==> src/tmc_pkg.sv <==
// Purpose: constants for the timer mode and control register block
// Assumes: 32-bit register bus, one aligned word per register
// Notes:   offsets are byte addresses
package tmc_pkg;

	// ----------------------------------------------------------------
	// register offsets
	// ----------------------------------------------------------------
	localparam logic [11:0] TMC_OFS_GLOBAL = 12'h000;
	localparam logic [11:0] TMC_OFS_A_MODE = 12'h004;
	localparam logic [11:0] TMC_OFS_B_MODE = 12'h008;
	localparam logic [11:0] TMC_OFS_CTRL   = 12'h00c;

	// ----------------------------------------------------------------
	// field layout and reset values
	// ----------------------------------------------------------------
	localparam logic [31:0] TMC_GLOBAL_MASK = 32'h0000_0007;
	localparam logic [31:0] TMC_MODE_MASK   = 32'h0000_000f;
	localparam logic [31:0] TMC_CTRL_MASK   = 32'h0000_6f7f;
	localparam logic [31:0] TMC_RESET_VAL   = 32'h0000_0000;
	localparam int TMC_B_SHIFT     = 8;   // half B control fields sit 8 bits above A
	localparam int TMC_BIT_ENABLE  = 0;
	localparam int TMC_BIT_STALL   = 1;
	localparam int TMC_BIT_EDGE_LO = 2;
	localparam int TMC_BIT_RTC_EN  = 4;
	localparam int TMC_BIT_TRIG    = 5;
	localparam int TMC_BIT_INVERT  = 6;
	localparam int TMC_BIT_ALT     = 3;
	localparam int TMC_BIT_CAPTYPE = 2;

	// ----------------------------------------------------------------
	// encodings
	// ----------------------------------------------------------------
	localparam logic [2:0] TMC_CFG_JOINED = 3'h0;
	localparam logic [2:0] TMC_CFG_RTC    = 3'h1;
	localparam logic [1:0] TMC_MF_ONESHOT = 2'h1;
	localparam logic [1:0] TMC_MF_PERIOD  = 2'h2;
	localparam logic [1:0] TMC_MF_CAPTURE = 2'h3;
	localparam logic [1:0] TMC_EDGE_RESV  = 2'h2;
	localparam logic [1:0] TMC_RESP_OKAY  = 2'h0;
	localparam logic [1:0] TMC_RESP_SLVERR = 2'h2;

	// decoded function of one half
	typedef enum logic [2:0] {
		TMC_FN_OFF,
		TMC_FN_ONESHOT,
		TMC_FN_PERIODIC,
		TMC_FN_EDGE_COUNT,
		TMC_FN_EDGE_TIME,
		TMC_FN_PWM,
		TMC_FN_RTC
	} tmc_fn_t;

endpackage

==> src/tmc_regs.sv <==
// Purpose: mode and control registers of a dual 16-bit / joined 32-bit timer
// Assumes: one clock, AXI4-Lite slave, counting datapath lives elsewhere
// Notes:   decoded function and gated controls are registered outputs
//          a write lands one edge after both beats are taken, bvalid shows then
//          read data answers at the same edge that takes the address
//          reserved global codes and malformed mode words leave a half idle
//          decoded outputs follow a register change one edge later
//
// Function
// - global field 0 joins both halves as one 32-bit periodic/one-shot timer
// - global field 1 runs the joined 32-bit counter as real-time clock
// - global values 4..7 split into two 16-bit timers, each by its mode
// - mode field 1 one-shot, 2 periodic, 3 capture, 0 reserved
// - alternate bit 3: zero capture, one PWM
// - capture type bit 2: zero counts edges, one timestamps edges
// - in 32-bit configurations only half A mode register counts
// - in 16-bit configuration each mode register controls its own half
// - edge select 00 rising, 01 falling, 11 both, 10 reserved
// - output-level bit inverts that half's PWM output
// - trigger enable gates that half's trigger output
// - stall enable permits the half to stall when set
// - enable bit starts counting or capture; clearing disables the half
// - control bit 4 enables real-time clock counting
// - reserved bits read unspecified; software preserves them
// - all configuration, mode and control fields reset to zero
//
// Design decision made here: register access over AXI4-Lite.
`timescale 1ns/1ps

module tmc_regs
	import tmc_pkg::*;
(
	// clock and reset
	input  wire logic        aclk,
	input  wire logic        aresetn,
	// write address and data
	input  wire logic [11:0] s_axi_awaddr,
	input  wire logic        s_axi_awvalid,
	output logic             s_axi_awready,
	input  wire logic [31:0] s_axi_wdata,
	input  wire logic [3:0]  s_axi_wstrb,
	input  wire logic        s_axi_wvalid,
	output logic             s_axi_wready,
	// write response
	output logic [1:0]       s_axi_bresp,
	output logic             s_axi_bvalid,
	input  wire logic        s_axi_bready,
	// read address and data
	input  wire logic [11:0] s_axi_araddr,
	input  wire logic        s_axi_arvalid,
	output logic             s_axi_arready,
	output logic [31:0]      s_axi_rdata,
	output logic [1:0]       s_axi_rresp,
	output logic             s_axi_rvalid,
	input  wire logic        s_axi_rready,
	// decoded configuration towards the counting datapath
	output logic             joined_32,
	output tmc_fn_t          half_a_function,
	output tmc_fn_t          half_b_function,
	output logic [1:0]       half_a_edge_select,
	output logic [1:0]       half_b_edge_select,
	output logic             half_a_output_invert,
	output logic             half_b_output_invert,
	output logic             half_a_trigger_enable,
	output logic             half_b_trigger_enable,
	output logic             half_a_stall_enable,
	output logic             half_b_stall_enable,
	output logic             half_a_enable,
	output logic             half_b_enable,
	output logic             clock_count_enable
);

	// ----------------------------------------------------------------
	// helpers
	// ----------------------------------------------------------------

	// apply byte strobes, then drop reserved bits so they never store
	// a blind read-modify-write by software can then never plant a reserved bit
	function automatic logic [31:0] merge_word(input logic [31:0] old_v,
			input logic [31:0] new_v, input logic [3:0] strb,
			input logic [31:0] mask);
		logic [31:0] res;
		res = old_v;
		for (int i = 0; i < 4; i++) begin
			if (strb[i]) begin
				res[i*8 +: 8] = new_v[i*8 +: 8];
			end
		end
		return res & mask;
	endfunction

	// mode nibble to function of one half
	function automatic tmc_fn_t decode_mode(input logic [3:0] m);
		tmc_fn_t fn;
		fn = TMC_FN_OFF;
		if (m[TMC_BIT_ALT]) begin
			// PWM needs edge-count and periodic alongside the alternate bit
			if (!m[TMC_BIT_CAPTYPE] && m[1:0] == TMC_MF_PERIOD) begin
				fn = TMC_FN_PWM;
			end
		end else begin
			// alternate bit clear: the low two bits pick timer or capture mode
			case (m[1:0])
				TMC_MF_ONESHOT: fn = TMC_FN_ONESHOT;
				TMC_MF_PERIOD: fn = TMC_FN_PERIODIC;
				TMC_MF_CAPTURE: fn = m[TMC_BIT_CAPTYPE] ? TMC_FN_EDGE_TIME
					: TMC_FN_EDGE_COUNT;
				default: fn = TMC_FN_OFF; // reserved mode leaves the half idle
			endcase
		end
		return fn;
	endfunction

	// edge select with the reserved code falling back to rising edge
	// the datapath never sees the reserved code, at the cost of hiding a bad write
	function automatic logic [1:0] clean_edge(input logic [1:0] e);
		return (e == TMC_EDGE_RESV) ? 2'h0 : e;
	endfunction

	// ----------------------------------------------------------------
	// register state
	// ----------------------------------------------------------------
	// full words are kept; the masks hold reserved positions at zero
	logic [31:0] global_q, global_d;
	logic [31:0] a_mode_q, a_mode_d;
	logic [31:0] b_mode_q, b_mode_d;
	logic [31:0] ctrl_q,   ctrl_d;

	// ----------------------------------------------------------------
	// bus handshake state
	// ----------------------------------------------------------------
	logic        aw_held_q, aw_held_d;
	logic [11:0] aw_addr_q, aw_addr_d;
	logic        w_held_q,  w_held_d;
	logic [31:0] w_data_q,  w_data_d;
	logic [3:0]  w_strb_q,  w_strb_d;
	logic        bvalid_q,  bvalid_d;
	logic [1:0]  bresp_q,   bresp_d;
	logic        rvalid_q,  rvalid_d;
	logic [31:0] rdata_q,   rdata_d;
	logic [1:0]  rresp_q,   rresp_d;
	logic        awready_q, awready_d;
	logic        wready_q,  wready_d;
	logic        arready_q, arready_d;
	// marks the cycle in which a held address and data pair commits
	logic        do_write;

	// write path: address and data latch separately, commit once both held
	always_comb begin
		aw_held_d = aw_held_q;
		aw_addr_d = aw_addr_q;
		w_held_d  = w_held_q;
		w_data_d  = w_data_q;
		w_strb_d  = w_strb_q;
		bvalid_d  = bvalid_q;
		bresp_d   = bresp_q;
		global_d  = global_q;
		a_mode_d  = a_mode_q;
		b_mode_d  = b_mode_q;
		ctrl_d    = ctrl_q;
		do_write  = 1'b0;
		if (s_axi_awvalid && awready_q) begin
			aw_held_d = 1'b1;
			aw_addr_d = s_axi_awaddr;
		end
		if (s_axi_wvalid && wready_q) begin
			w_held_d = 1'b1;
			w_data_d = s_axi_wdata;
			w_strb_d = s_axi_wstrb;
		end
		// commit waits for a free response slot, so a held pair never loses its answer
		if (aw_held_q && w_held_q && !bvalid_q) begin
			do_write  = 1'b1;
			aw_held_d = 1'b0;
			w_held_d  = 1'b0;
			bvalid_d  = 1'b1;
			bresp_d   = TMC_RESP_OKAY;
			case (aw_addr_q)
				TMC_OFS_GLOBAL: global_d = merge_word(global_q, w_data_q, w_strb_q,
					TMC_GLOBAL_MASK);
				TMC_OFS_A_MODE: a_mode_d = merge_word(a_mode_q, w_data_q, w_strb_q,
					TMC_MODE_MASK);
				TMC_OFS_B_MODE: b_mode_d = merge_word(b_mode_q, w_data_q, w_strb_q,
					TMC_MODE_MASK);
				TMC_OFS_CTRL: ctrl_d = merge_word(ctrl_q, w_data_q, w_strb_q,
					TMC_CTRL_MASK);
				default: bresp_d = TMC_RESP_SLVERR; // unmapped: nothing stored
			endcase
		end
		// the response leaves at the edge where the master takes it
		if (bvalid_q && s_axi_bready) begin
			bvalid_d = 1'b0;
		end
	end

	// ready is low while a beat is held, so each channel takes one item at a time
	always_comb begin
		awready_d = !aw_held_d && !do_write;
		wready_d  = !w_held_d && !do_write;
	end

	// read path: one outstanding read, answered the cycle after acceptance
	always_comb begin
		rvalid_d  = rvalid_q;
		rdata_d   = rdata_q;
		rresp_d   = rresp_q;
		arready_d = arready_q;
		if (s_axi_arvalid && arready_q) begin
			arready_d = 1'b0;
			rvalid_d  = 1'b1;
			rresp_d   = TMC_RESP_OKAY;
			// data is taken at acceptance; a write committing at that edge shows next read
			case (s_axi_araddr)
				TMC_OFS_GLOBAL: rdata_d = global_q; // reserved bits stay zero
				TMC_OFS_A_MODE: rdata_d = a_mode_q;
				TMC_OFS_B_MODE: rdata_d = b_mode_q;
				TMC_OFS_CTRL:   rdata_d = ctrl_q;
				default: begin
					rdata_d = TMC_RESET_VAL;
					rresp_d = TMC_RESP_SLVERR;
				end
			endcase
		end else if (rvalid_q && s_axi_rready) begin
			rvalid_d  = 1'b0;
			arready_d = 1'b1;
		end else if (!rvalid_q && !arready_q) begin
			// first edge out of reset: open the read address channel
			arready_d = 1'b1;
		end
	end

	// bus and register flops; everything clears to zero on reset
	always_ff @(posedge aclk) begin
		if (!aresetn) begin
			global_q  <= TMC_RESET_VAL;
			a_mode_q  <= TMC_RESET_VAL;
			b_mode_q  <= TMC_RESET_VAL;
			ctrl_q    <= TMC_RESET_VAL;
			aw_held_q <= 1'b0;
			aw_addr_q <= 12'h000;
			w_held_q  <= 1'b0;
			w_data_q  <= 32'h0000_0000;
			w_strb_q  <= 4'h0;
			bvalid_q  <= 1'b0;
			bresp_q   <= TMC_RESP_OKAY;
			rvalid_q  <= 1'b0;
			rdata_q   <= 32'h0000_0000;
			rresp_q   <= TMC_RESP_OKAY;
			// readys stay low in reset and rise one edge after it is released
			awready_q <= 1'b0;
			wready_q  <= 1'b0;
			arready_q <= 1'b0;
		end else begin
			global_q  <= global_d;
			a_mode_q  <= a_mode_d;
			b_mode_q  <= b_mode_d;
			ctrl_q    <= ctrl_d;
			aw_held_q <= aw_held_d;
			aw_addr_q <= aw_addr_d;
			w_held_q  <= w_held_d;
			w_data_q  <= w_data_d;
			w_strb_q  <= w_strb_d;
			bvalid_q  <= bvalid_d;
			bresp_q   <= bresp_d;
			rvalid_q  <= rvalid_d;
			rdata_q   <= rdata_d;
			rresp_q   <= rresp_d;
			awready_q <= awready_d;
			wready_q  <= wready_d;
			arready_q <= arready_d;
		end
	end

	// ----------------------------------------------------------------
	// bus outputs
	// ----------------------------------------------------------------
	// every bus output is a flop, so no input reaches an output in the same cycle
	assign s_axi_awready = awready_q;
	assign s_axi_wready  = wready_q;
	assign s_axi_bvalid  = bvalid_q;
	assign s_axi_bresp   = bresp_q;
	assign s_axi_arready = arready_q;
	assign s_axi_rvalid  = rvalid_q;
	assign s_axi_rdata   = rdata_q;
	assign s_axi_rresp   = rresp_q;

	// ----------------------------------------------------------------
	// configuration decode
	// ----------------------------------------------------------------
	logic        joined_q,  joined_d;
	tmc_fn_t     fn_a_q,    fn_a_d;
	tmc_fn_t     fn_b_q,    fn_b_d;
	logic [1:0]  edge_a_q,  edge_a_d;
	logic [1:0]  edge_b_q,  edge_b_d;
	logic [5:0]  flags_q,   flags_d;   // inv a/b, trig a/b, stall a/b
	logic [2:0]  en_q,      en_d;      // en a, en b, rtc
	tmc_fn_t     fn_a_raw;
	tmc_fn_t     fn_b_raw;
	logic [2:0]  cfg;

	// decode from the current register contents; one cycle to outputs
	always_comb begin
		cfg      = global_q[2:0];
		fn_a_raw = decode_mode(a_mode_q[3:0]);
		fn_b_raw = decode_mode(b_mode_q[3:0]);
		joined_d = !cfg[2];
		// a half with no legal function stays idle
		fn_a_d   = TMC_FN_OFF;
		fn_b_d   = TMC_FN_OFF;
		// bit 2 of the global field alone marks the split configuration
		if (cfg[2]) begin
			fn_a_d = fn_a_raw;
			fn_b_d = fn_b_raw;
		end else if (cfg == TMC_CFG_RTC) begin
			fn_a_d = TMC_FN_RTC;
		end else if (cfg == TMC_CFG_JOINED) begin
			// only one-shot or periodic make sense joined; B is ignored
			if (fn_a_raw == TMC_FN_ONESHOT || fn_a_raw == TMC_FN_PERIODIC) begin
				fn_a_d = fn_a_raw;
			end
		end
		// reserved global codes 2 and 3 leave both halves idle
		edge_a_d = clean_edge(ctrl_q[TMC_BIT_EDGE_LO +: 2]);
		edge_b_d = clean_edge(ctrl_q[TMC_BIT_EDGE_LO + TMC_B_SHIFT +: 2]);
		flags_d  = {ctrl_q[TMC_BIT_INVERT], ctrl_q[TMC_BIT_INVERT + TMC_B_SHIFT],
			ctrl_q[TMC_BIT_TRIG], ctrl_q[TMC_BIT_TRIG + TMC_B_SHIFT],
			ctrl_q[TMC_BIT_STALL], ctrl_q[TMC_BIT_STALL + TMC_B_SHIFT]};
		// an enable only reaches a half that has a real function to run
		en_d = {ctrl_q[TMC_BIT_ENABLE] && fn_a_d != TMC_FN_OFF,
			ctrl_q[TMC_BIT_ENABLE + TMC_B_SHIFT] && fn_b_d != TMC_FN_OFF,
			ctrl_q[TMC_BIT_RTC_EN] && cfg == TMC_CFG_RTC};
	end

	// decoded outputs are registered
	always_ff @(posedge aclk) begin
		if (!aresetn) begin
			joined_q <= 1'b1; // global zero means joined
			fn_a_q   <= TMC_FN_OFF;
			fn_b_q   <= TMC_FN_OFF;
			edge_a_q <= 2'h0;
			edge_b_q <= 2'h0;
			flags_q  <= 6'h00;
			en_q     <= 3'h0;
		end else begin
			joined_q <= joined_d;
			fn_a_q   <= fn_a_d;
			fn_b_q   <= fn_b_d;
			edge_a_q <= edge_a_d;
			edge_b_q <= edge_b_d;
			flags_q  <= flags_d;
			en_q     <= en_d;
		end
	end

	// ----------------------------------------------------------------
	// decoded outputs
	// ----------------------------------------------------------------
	// the counting datapath sees only flops, never the raw register words
	assign joined_32             = joined_q;
	assign half_a_function       = fn_a_q;
	assign half_b_function       = fn_b_q;
	assign half_a_edge_select    = edge_a_q;
	assign half_b_edge_select    = edge_b_q;
	assign half_a_output_invert  = flags_q[5];
	assign half_b_output_invert  = flags_q[4];
	assign half_a_trigger_enable = flags_q[3];
	assign half_b_trigger_enable = flags_q[2];
	assign half_a_stall_enable   = flags_q[1];
	assign half_b_stall_enable   = flags_q[0];
	assign half_a_enable         = en_q[2];
	assign half_b_enable         = en_q[1];
	assign clock_count_enable    = en_q[0];

endmodule // tmc_regs

==> config.mk <==
export PLATFORM = sky130hd
export DESIGN_NAME = tmc_regs
export DESIGN_NICKNAME = d
export VERILOG_FILES = /design/src/tmc_pkg.sv /design/src/tmc_regs.sv
export SDC_FILE = /design/constraint.sdc
export NUM_CORES = 1
export LEC_CHECK = 0
export BUFFER_PORTS_ARGS = -buffer_cell sky130_fd_sc_hd__buf_2
export CELL_PAD_IN_SITES_DETAIL_PLACEMENT = 1
export CELL_PAD_IN_SITES_GLOBAL_PLACEMENT = 2
export CORE_ASPECT_RATIO = 0.9
export CORE_UTILIZATION = 26
export DETAILED_ROUTE_END_ITERATION = 8
export PLACE_DENSITY_LB_ADDON = 0.2
export SLEW_MARGIN = 20
export SYNTH_ARGS = -nofsm -noshare
export SYNTH_HDL_FRONTEND = slang
export SYNTH_SLANG_ARGS = --single-unit
==> constraint.sdc <==
create_clock -name aclk -period 1.63 [get_ports aclk]
set_input_delay 0.2445 -clock aclk [delete_from_list [all_inputs] [get_ports aclk]]
set_output_delay 0.2445 -clock aclk [all_outputs]
set_load 0.02 [all_outputs]
* Word-level counts from Yosys, hierarchy flattened
Cells that the tools add are included.
Widths: inputs -> output; s select.
** Operators by class
- Reduce and logical (&&, ||, !) cells :: 43
- Multiplexer cells :: 25
- Equality and inequality tests :: 17
- Bitwise operators :: 1
** Operators with widths (number)
- $pmux 15 s4 :: 1
- $eq 12x4->1 const B :: 4
- $mux 3 :: 11
- $eq 12x3->1 const B :: 2
- $logic_not 12->1 :: 2
- $pmux 3 s3 :: 2
- $logic_and 1x1->1 :: 15
- $reduce_and 3->1 :: 5
- $eq 2x2->1 const B :: 6
- $logic_not 1->1 :: 9
- $mux 1 :: 9
- $reduce_or 2->1 :: 4
- $reduce_or 4->1 :: 2
- $eq 3x1->1 const B :: 2
- $reduce_bool 3->1 :: 2
- $eq 2x1->1 const B :: 2
- $mux 2 :: 2
- $reduce_bool 2->1 :: 2
- $eq 3x2->1 const B :: 1
- $logic_not 3->1 :: 1
- $logic_or 1x1->1 :: 1
- $not 1->1 :: 1
** Word-level totals
- Register bits after elaboration :: 116
- Output and inout port bits :: 61
- Bits of input ports :: 67

* Logic depth before layout (Yosys ltp)
- Depth in word-level cells :: 12
- Gate-level depth with buffers :: 6
- Gate-level depth less buffers :: 4

* Worst setup path before layout
OpenSTA, ideal clock, no wires.
- Kind :: flip-flop to flip-flop
- From :: reg arready_q, in the netlist s_axi_arready
- To :: reg rdata_q[10], in the netlist s_axi_rdata[10]
- Required time :: 1.564 ns
- Cell stages (with the launch flop) :: 5
- Path slack :: 0.000 ns
- Setup time :: 0.066 ns
- Arrival time :: 1.564 ns
- Cells stage by stage :: dfxtp_1 -> or4bb_1 -> nor4_4 -> a22oi_1 -> nor2b_1
** Between the ends
- Cells in the longest elaborated chain, start to end :: 1
** Ends and longest elaborated chain
- start, declared :: line tmc_regs.sv:144 : logic arready_q, arready_d;
- start signal, assigned :: line tmc_regs.sv:270 : arready_q <= arready_d;
- $logic_and 1x1->1 :: line tmc_regs.sv:208 : if (s_axi_arvalid && arready_q) begin
- end signal, assigned :: line tmc_regs.sv:266 : rdata_q <= rdata_d;
- end, declared :: line tmc_regs.sv:140 : logic [31:0] rdata_q, rdata_d;
No other way between the ends.
A chain may end at the register's enable or synchronous reset.

* Worst setup path in the final report
- From :: reg aw_addr_q[4]
- To :: reg ctrl_q[5]
** Between the ends
- Cells in the longest elaborated chain, start to end :: 2
** Ends and longest elaborated chain
- start, declared :: line tmc_regs.sv:133 : logic [11:0] aw_addr_q, aw_addr_d;
- start signal, assigned :: line tmc_regs.sv:259 : aw_addr_q <= aw_addr_d;
- $eq 12x4->1 :: line tmc_regs.sv:178 : case (aw_addr_q)
- $reduce_and 3->1 (no source line)
- end signal, assigned :: line tmc_regs.sv:257 : ctrl_q <= ctrl_d;
- end, declared :: line tmc_regs.sv:127 : logic [31:0] ctrl_q, ctrl_d;
No other way between the ends.

==> flow_summary_export.csv <==
group,metric,value,unit
clock_tree,worst_skew_pair.late_latency,0.35,ns
critical_path,r2r_slack,0.02,ns
die,die-height,116,um
power,internal_power,3.95,mW
detailed_routing,mean_routed_wirelength_per_cell,13.6,um
global_routing,grt.overflow.total,0,
timing,max_slew.worst_pin.slew,0.579,ns
outcome,status,"finished, final reports clean",
power,powerDensity,1070,mW/mm2
power,seqPwrFrac,0.461,
critical_path,cp_max_fo,3,
run,max-cap-violations,0,
hold_path,holdCritPathClass,"input pin to flip-flop",
power,clkPwrFrac,0.475,
power,vdd_drop_max,0.481,mV
critical_path,critPathArrivalTime,1.86,ns
placed_design,place_hpwl,6880,um
global_routing,grt_pass1_vias,2983,
clock_tree,clockBufferDepth,2,
timing,setup_violations,0,
finish,final_layout_size_suffix_gt1_frac,0.280,
clock_tree,htreeDepth,3,
die,initial_core_util,0.266,
timing,final_hold_slack,0.135,ns
critical_path,cp-start-kind,"flip-flop",
timing,finalCritPeriodShare,0.990,
critical_path,critical_path_depth,6,
timing,final_max_slew_viol_count,0,
global_routing,busiest_layer_in_global_routing,"met2",
critical_path,cpPeakStageDelay,0.33,ns
placed_design,gp_routability_congestion,0.752,
power,power.switching,1.15,mW
clock_tree,cts_tree,"built",
finish,layout_common_cells,"92 x nand2_1, 91 x dfxtp_1, 85 x buf_2",
global_routing,grt_first_pass_wirelength,14900,um
yosys,syn_avg_cell_area,9.45,um2
critical_path,crit_path_start,"aw_addr_q[4]",
global_routing,global_route.usage.met1,0.164,
critical_path,critical_path_buf_inv_count,2,
critical_path,cpMaxStageDelayCell,"dfxtp_2",
yosys,combined_area_of_all_synthesized_cells,0.00372,mm2
timing,fin_worst_skew,0.00396,ns
yosys,yosysUniqueCellTypes,42,
die,std_cell_rows,41,
timing,final.setup.worst_slack,0.0160,ns
die,design.portCount,128,
detailed_routing,route.antenna.remaining_nets,0,
critical_path,setup.worst_path.end_class,"flip-flop",
finish,layout-area-overhead-vs-synth,28.2,%
power,cellLeakagePower,1.94,nW
global_routing,grt_antenna_before_repair,0,
detailed_routing,via_count_of_the_routed_design,3006,
placed_design,port_buffers,85,
timing,finalSetupTns,0,ns
clock_tree,clock-sinks,93,
global_routing,total_global_routing_track_utilization,0.133,
critical_path,worst_r2r_path_depth,6,
power,pwr-share-comb,0.064,
timing,finalHoldViolCount,0,
yosys,number_of_flops_mapped_to_enable_cells_by_yosys,0,
placed_design,place_ws,-0.0864,ns
detailed_routing,avgViaCountPerCell,4.39,
die,die_x,128,um
global_routing,met3_usage,0.0480,
yosys,synth-seq-cells,93,
clock_tree,cts_hold_repair.buffers,0,
clock_tree,cts_buffers,9,
timing,relSlewSlack,0.613,
clock_tree,clk_root_buffer_cell,"clkbuf_16",
critical_path,worstPathCellList,"nor4_4, nand4_2, buf_6, buf_4, o21a_1, a31o_2",
clock_tree,clkSlewWorstSetupHoldPaths,0.07,ns
critical_path,reg2reg_end,"ctrl_q[5]",
critical_path,worst-setup-path-type,"flip-flop to flip-flop",
power,swShare,0.225,
yosys,synthesis.instances,394,
detailed_routing,drc,0,
critical_path,worstReg2RegStart,"aw_addr_q[4]",
global_routing,grt_max_degree,29,
timing,min_period,1.61,ns
yosys,yosys_warnings,0,
timing,fmax,620,MHz
timing,grt_setup_unrepaired,"true",
die,design.die.area,0.0148,mm2
detailed_routing,drt-pass1-iter-count,6,
finish,final_common_cell,"nand2_1",
critical_path,worst_setup_path_endpoint,"ctrl_q[5]",
finish,final_net_count,554,
finish,antennaDiodeCount,0,
detailed_routing,initialDrtViolationCount,104,
yosys,synth_seq_area_share,0.500,
critical_path,path_delay_family,"simple AND/OR/NAND/NOR gates",
die,placeableCoreArea,0.0140,mm2
yosys,async_set_reset_flop_share_out_of_synthesis,0,
finish,fin_util,0.341,
global_routing,globalRouteMet2Util,0.218,
critical_path,timing.critical_path.required,1.87,ns
detailed_routing,routed_wirelength,9290,um
yosys,synth_top_flop_cell,"dfxtp_1",
[synth_stat cells, drive strengths merged (4+ instances only)]
library cell  number  area, um2
mux2i             20        200
nor3b              9       77.6
a21boi            28        210
a22oi             13       97.6
nor2b             16        100
o31ai              4       30.0
buf               22        163
and3               4       25.0
nand2             92        345
a21oi              7       35.0
and2               9       56.3
inv                4       15.0
dfxtp             93       1860
clkbuf            19       71.3
o21ai              9       45.0
nor2               8       32.5
[worst min-delay path by stage]
stage                     startpoint       endpoint  cells after the start
floorplan            s_axi_awaddr[0]   aw_addr_q[0]                      2
global placement         w_strb_q[1]    w_strb_q[1]                      2
detailed placement         aw_held_q  s_axi_awready                      1
CTS                  s_axi_wdata[13]   w_data_q[13]                      3
global route         s_axi_awaddr[4]   aw_addr_q[4]                      3
finish              s_axi_awaddr[10]  aw_addr_q[10]                      3
[power groups by stage]
| stage | combinational, mW | clock, mW | sequential, mW |
|---|---|---|---|
| global placement | 0.315 | 0 | 2.40 |
| global route | 0.362 | 2.61 | 2.36 |
| CTS | 0.325 | 2.51 | 2.35 |
| finish | 0.325 | 2.43 | 2.35 |
| detailed placement | 0.318 | 0 | 2.40 |
| floorplan | 0.223 | 0 | 2.41 |
[worst reg2reg max path: cells and delay by family, from the launching register on]
kind                   cells  cell delay [ns]
buffers and inverters      2             0.30
flip-flops                 1             0.33
AO/OA/AOI/OAI              2             0.37
AND/OR/NAND/NOR            2             0.52
[area by class of cell]
type	count	area [um2]
repair buffers	103	593
inverters	4	15.0
well taps	193	241
flip-flops and latches	93	1860
clock buffers	9	225
multi-input cells	276	1710
fillers	1638	9230
clock inverters	7	123
[repair_timing]
action / CTS / global route
setup endpoints to repair: 13 / 23
resized for setup: 2 / 6
buffers inserted: 0 / 2
pin swaps: 0 / 5
[metrics by stage]
stage / cells / power, mW / area [um2]
after floorplan: 414 / 2.63 / 3800
after global placement: 667 / 2.71 / 4380
after detailed placement: 667 / 2.72 / 4380
after CTS: 683 / 5.19 / 4740
after global routing: 685 / 5.33 / 4770
final: 685 / 5.10 / 4770
[routing by layer]
metal / wire length, um / part of all wire
met1: 4460 / 0.48
met2: 4240 / 0.46
met3: 449 / 0.048
met4: 142 / 0.015
met5: 0 / 0
[kinds of logic after synthesis]
| kind of cell | share of synthesized area |
|---|---|
| AOI/OAI and AO/OA | 0.134 |
| xor gates and xnor gates | 0.00235 |
| buffers and inverters | 0.0669 |
| DFF | 0.500 |
| muxes | 0.0719 |
| other | 0.00101 |
| and+or+nand+nor | 0.223 |
[registers in the layout, indices dropped and copies added (netlist names), 2 cells and up]
signal              cells
a_mode_q                4
aw_addr_q              12
b_mode_q                4
ctrl_q                 13
en_q                    3
flags_q                 6
global_q                3
half_a_edge_select      2
half_a_function         3
half_b_edge_select      2
half_b_function         3
s_axi_rdata            13
w_data_q               13
w_strb_q                2
No activity file was read; power rests on OpenSTA's default activity.
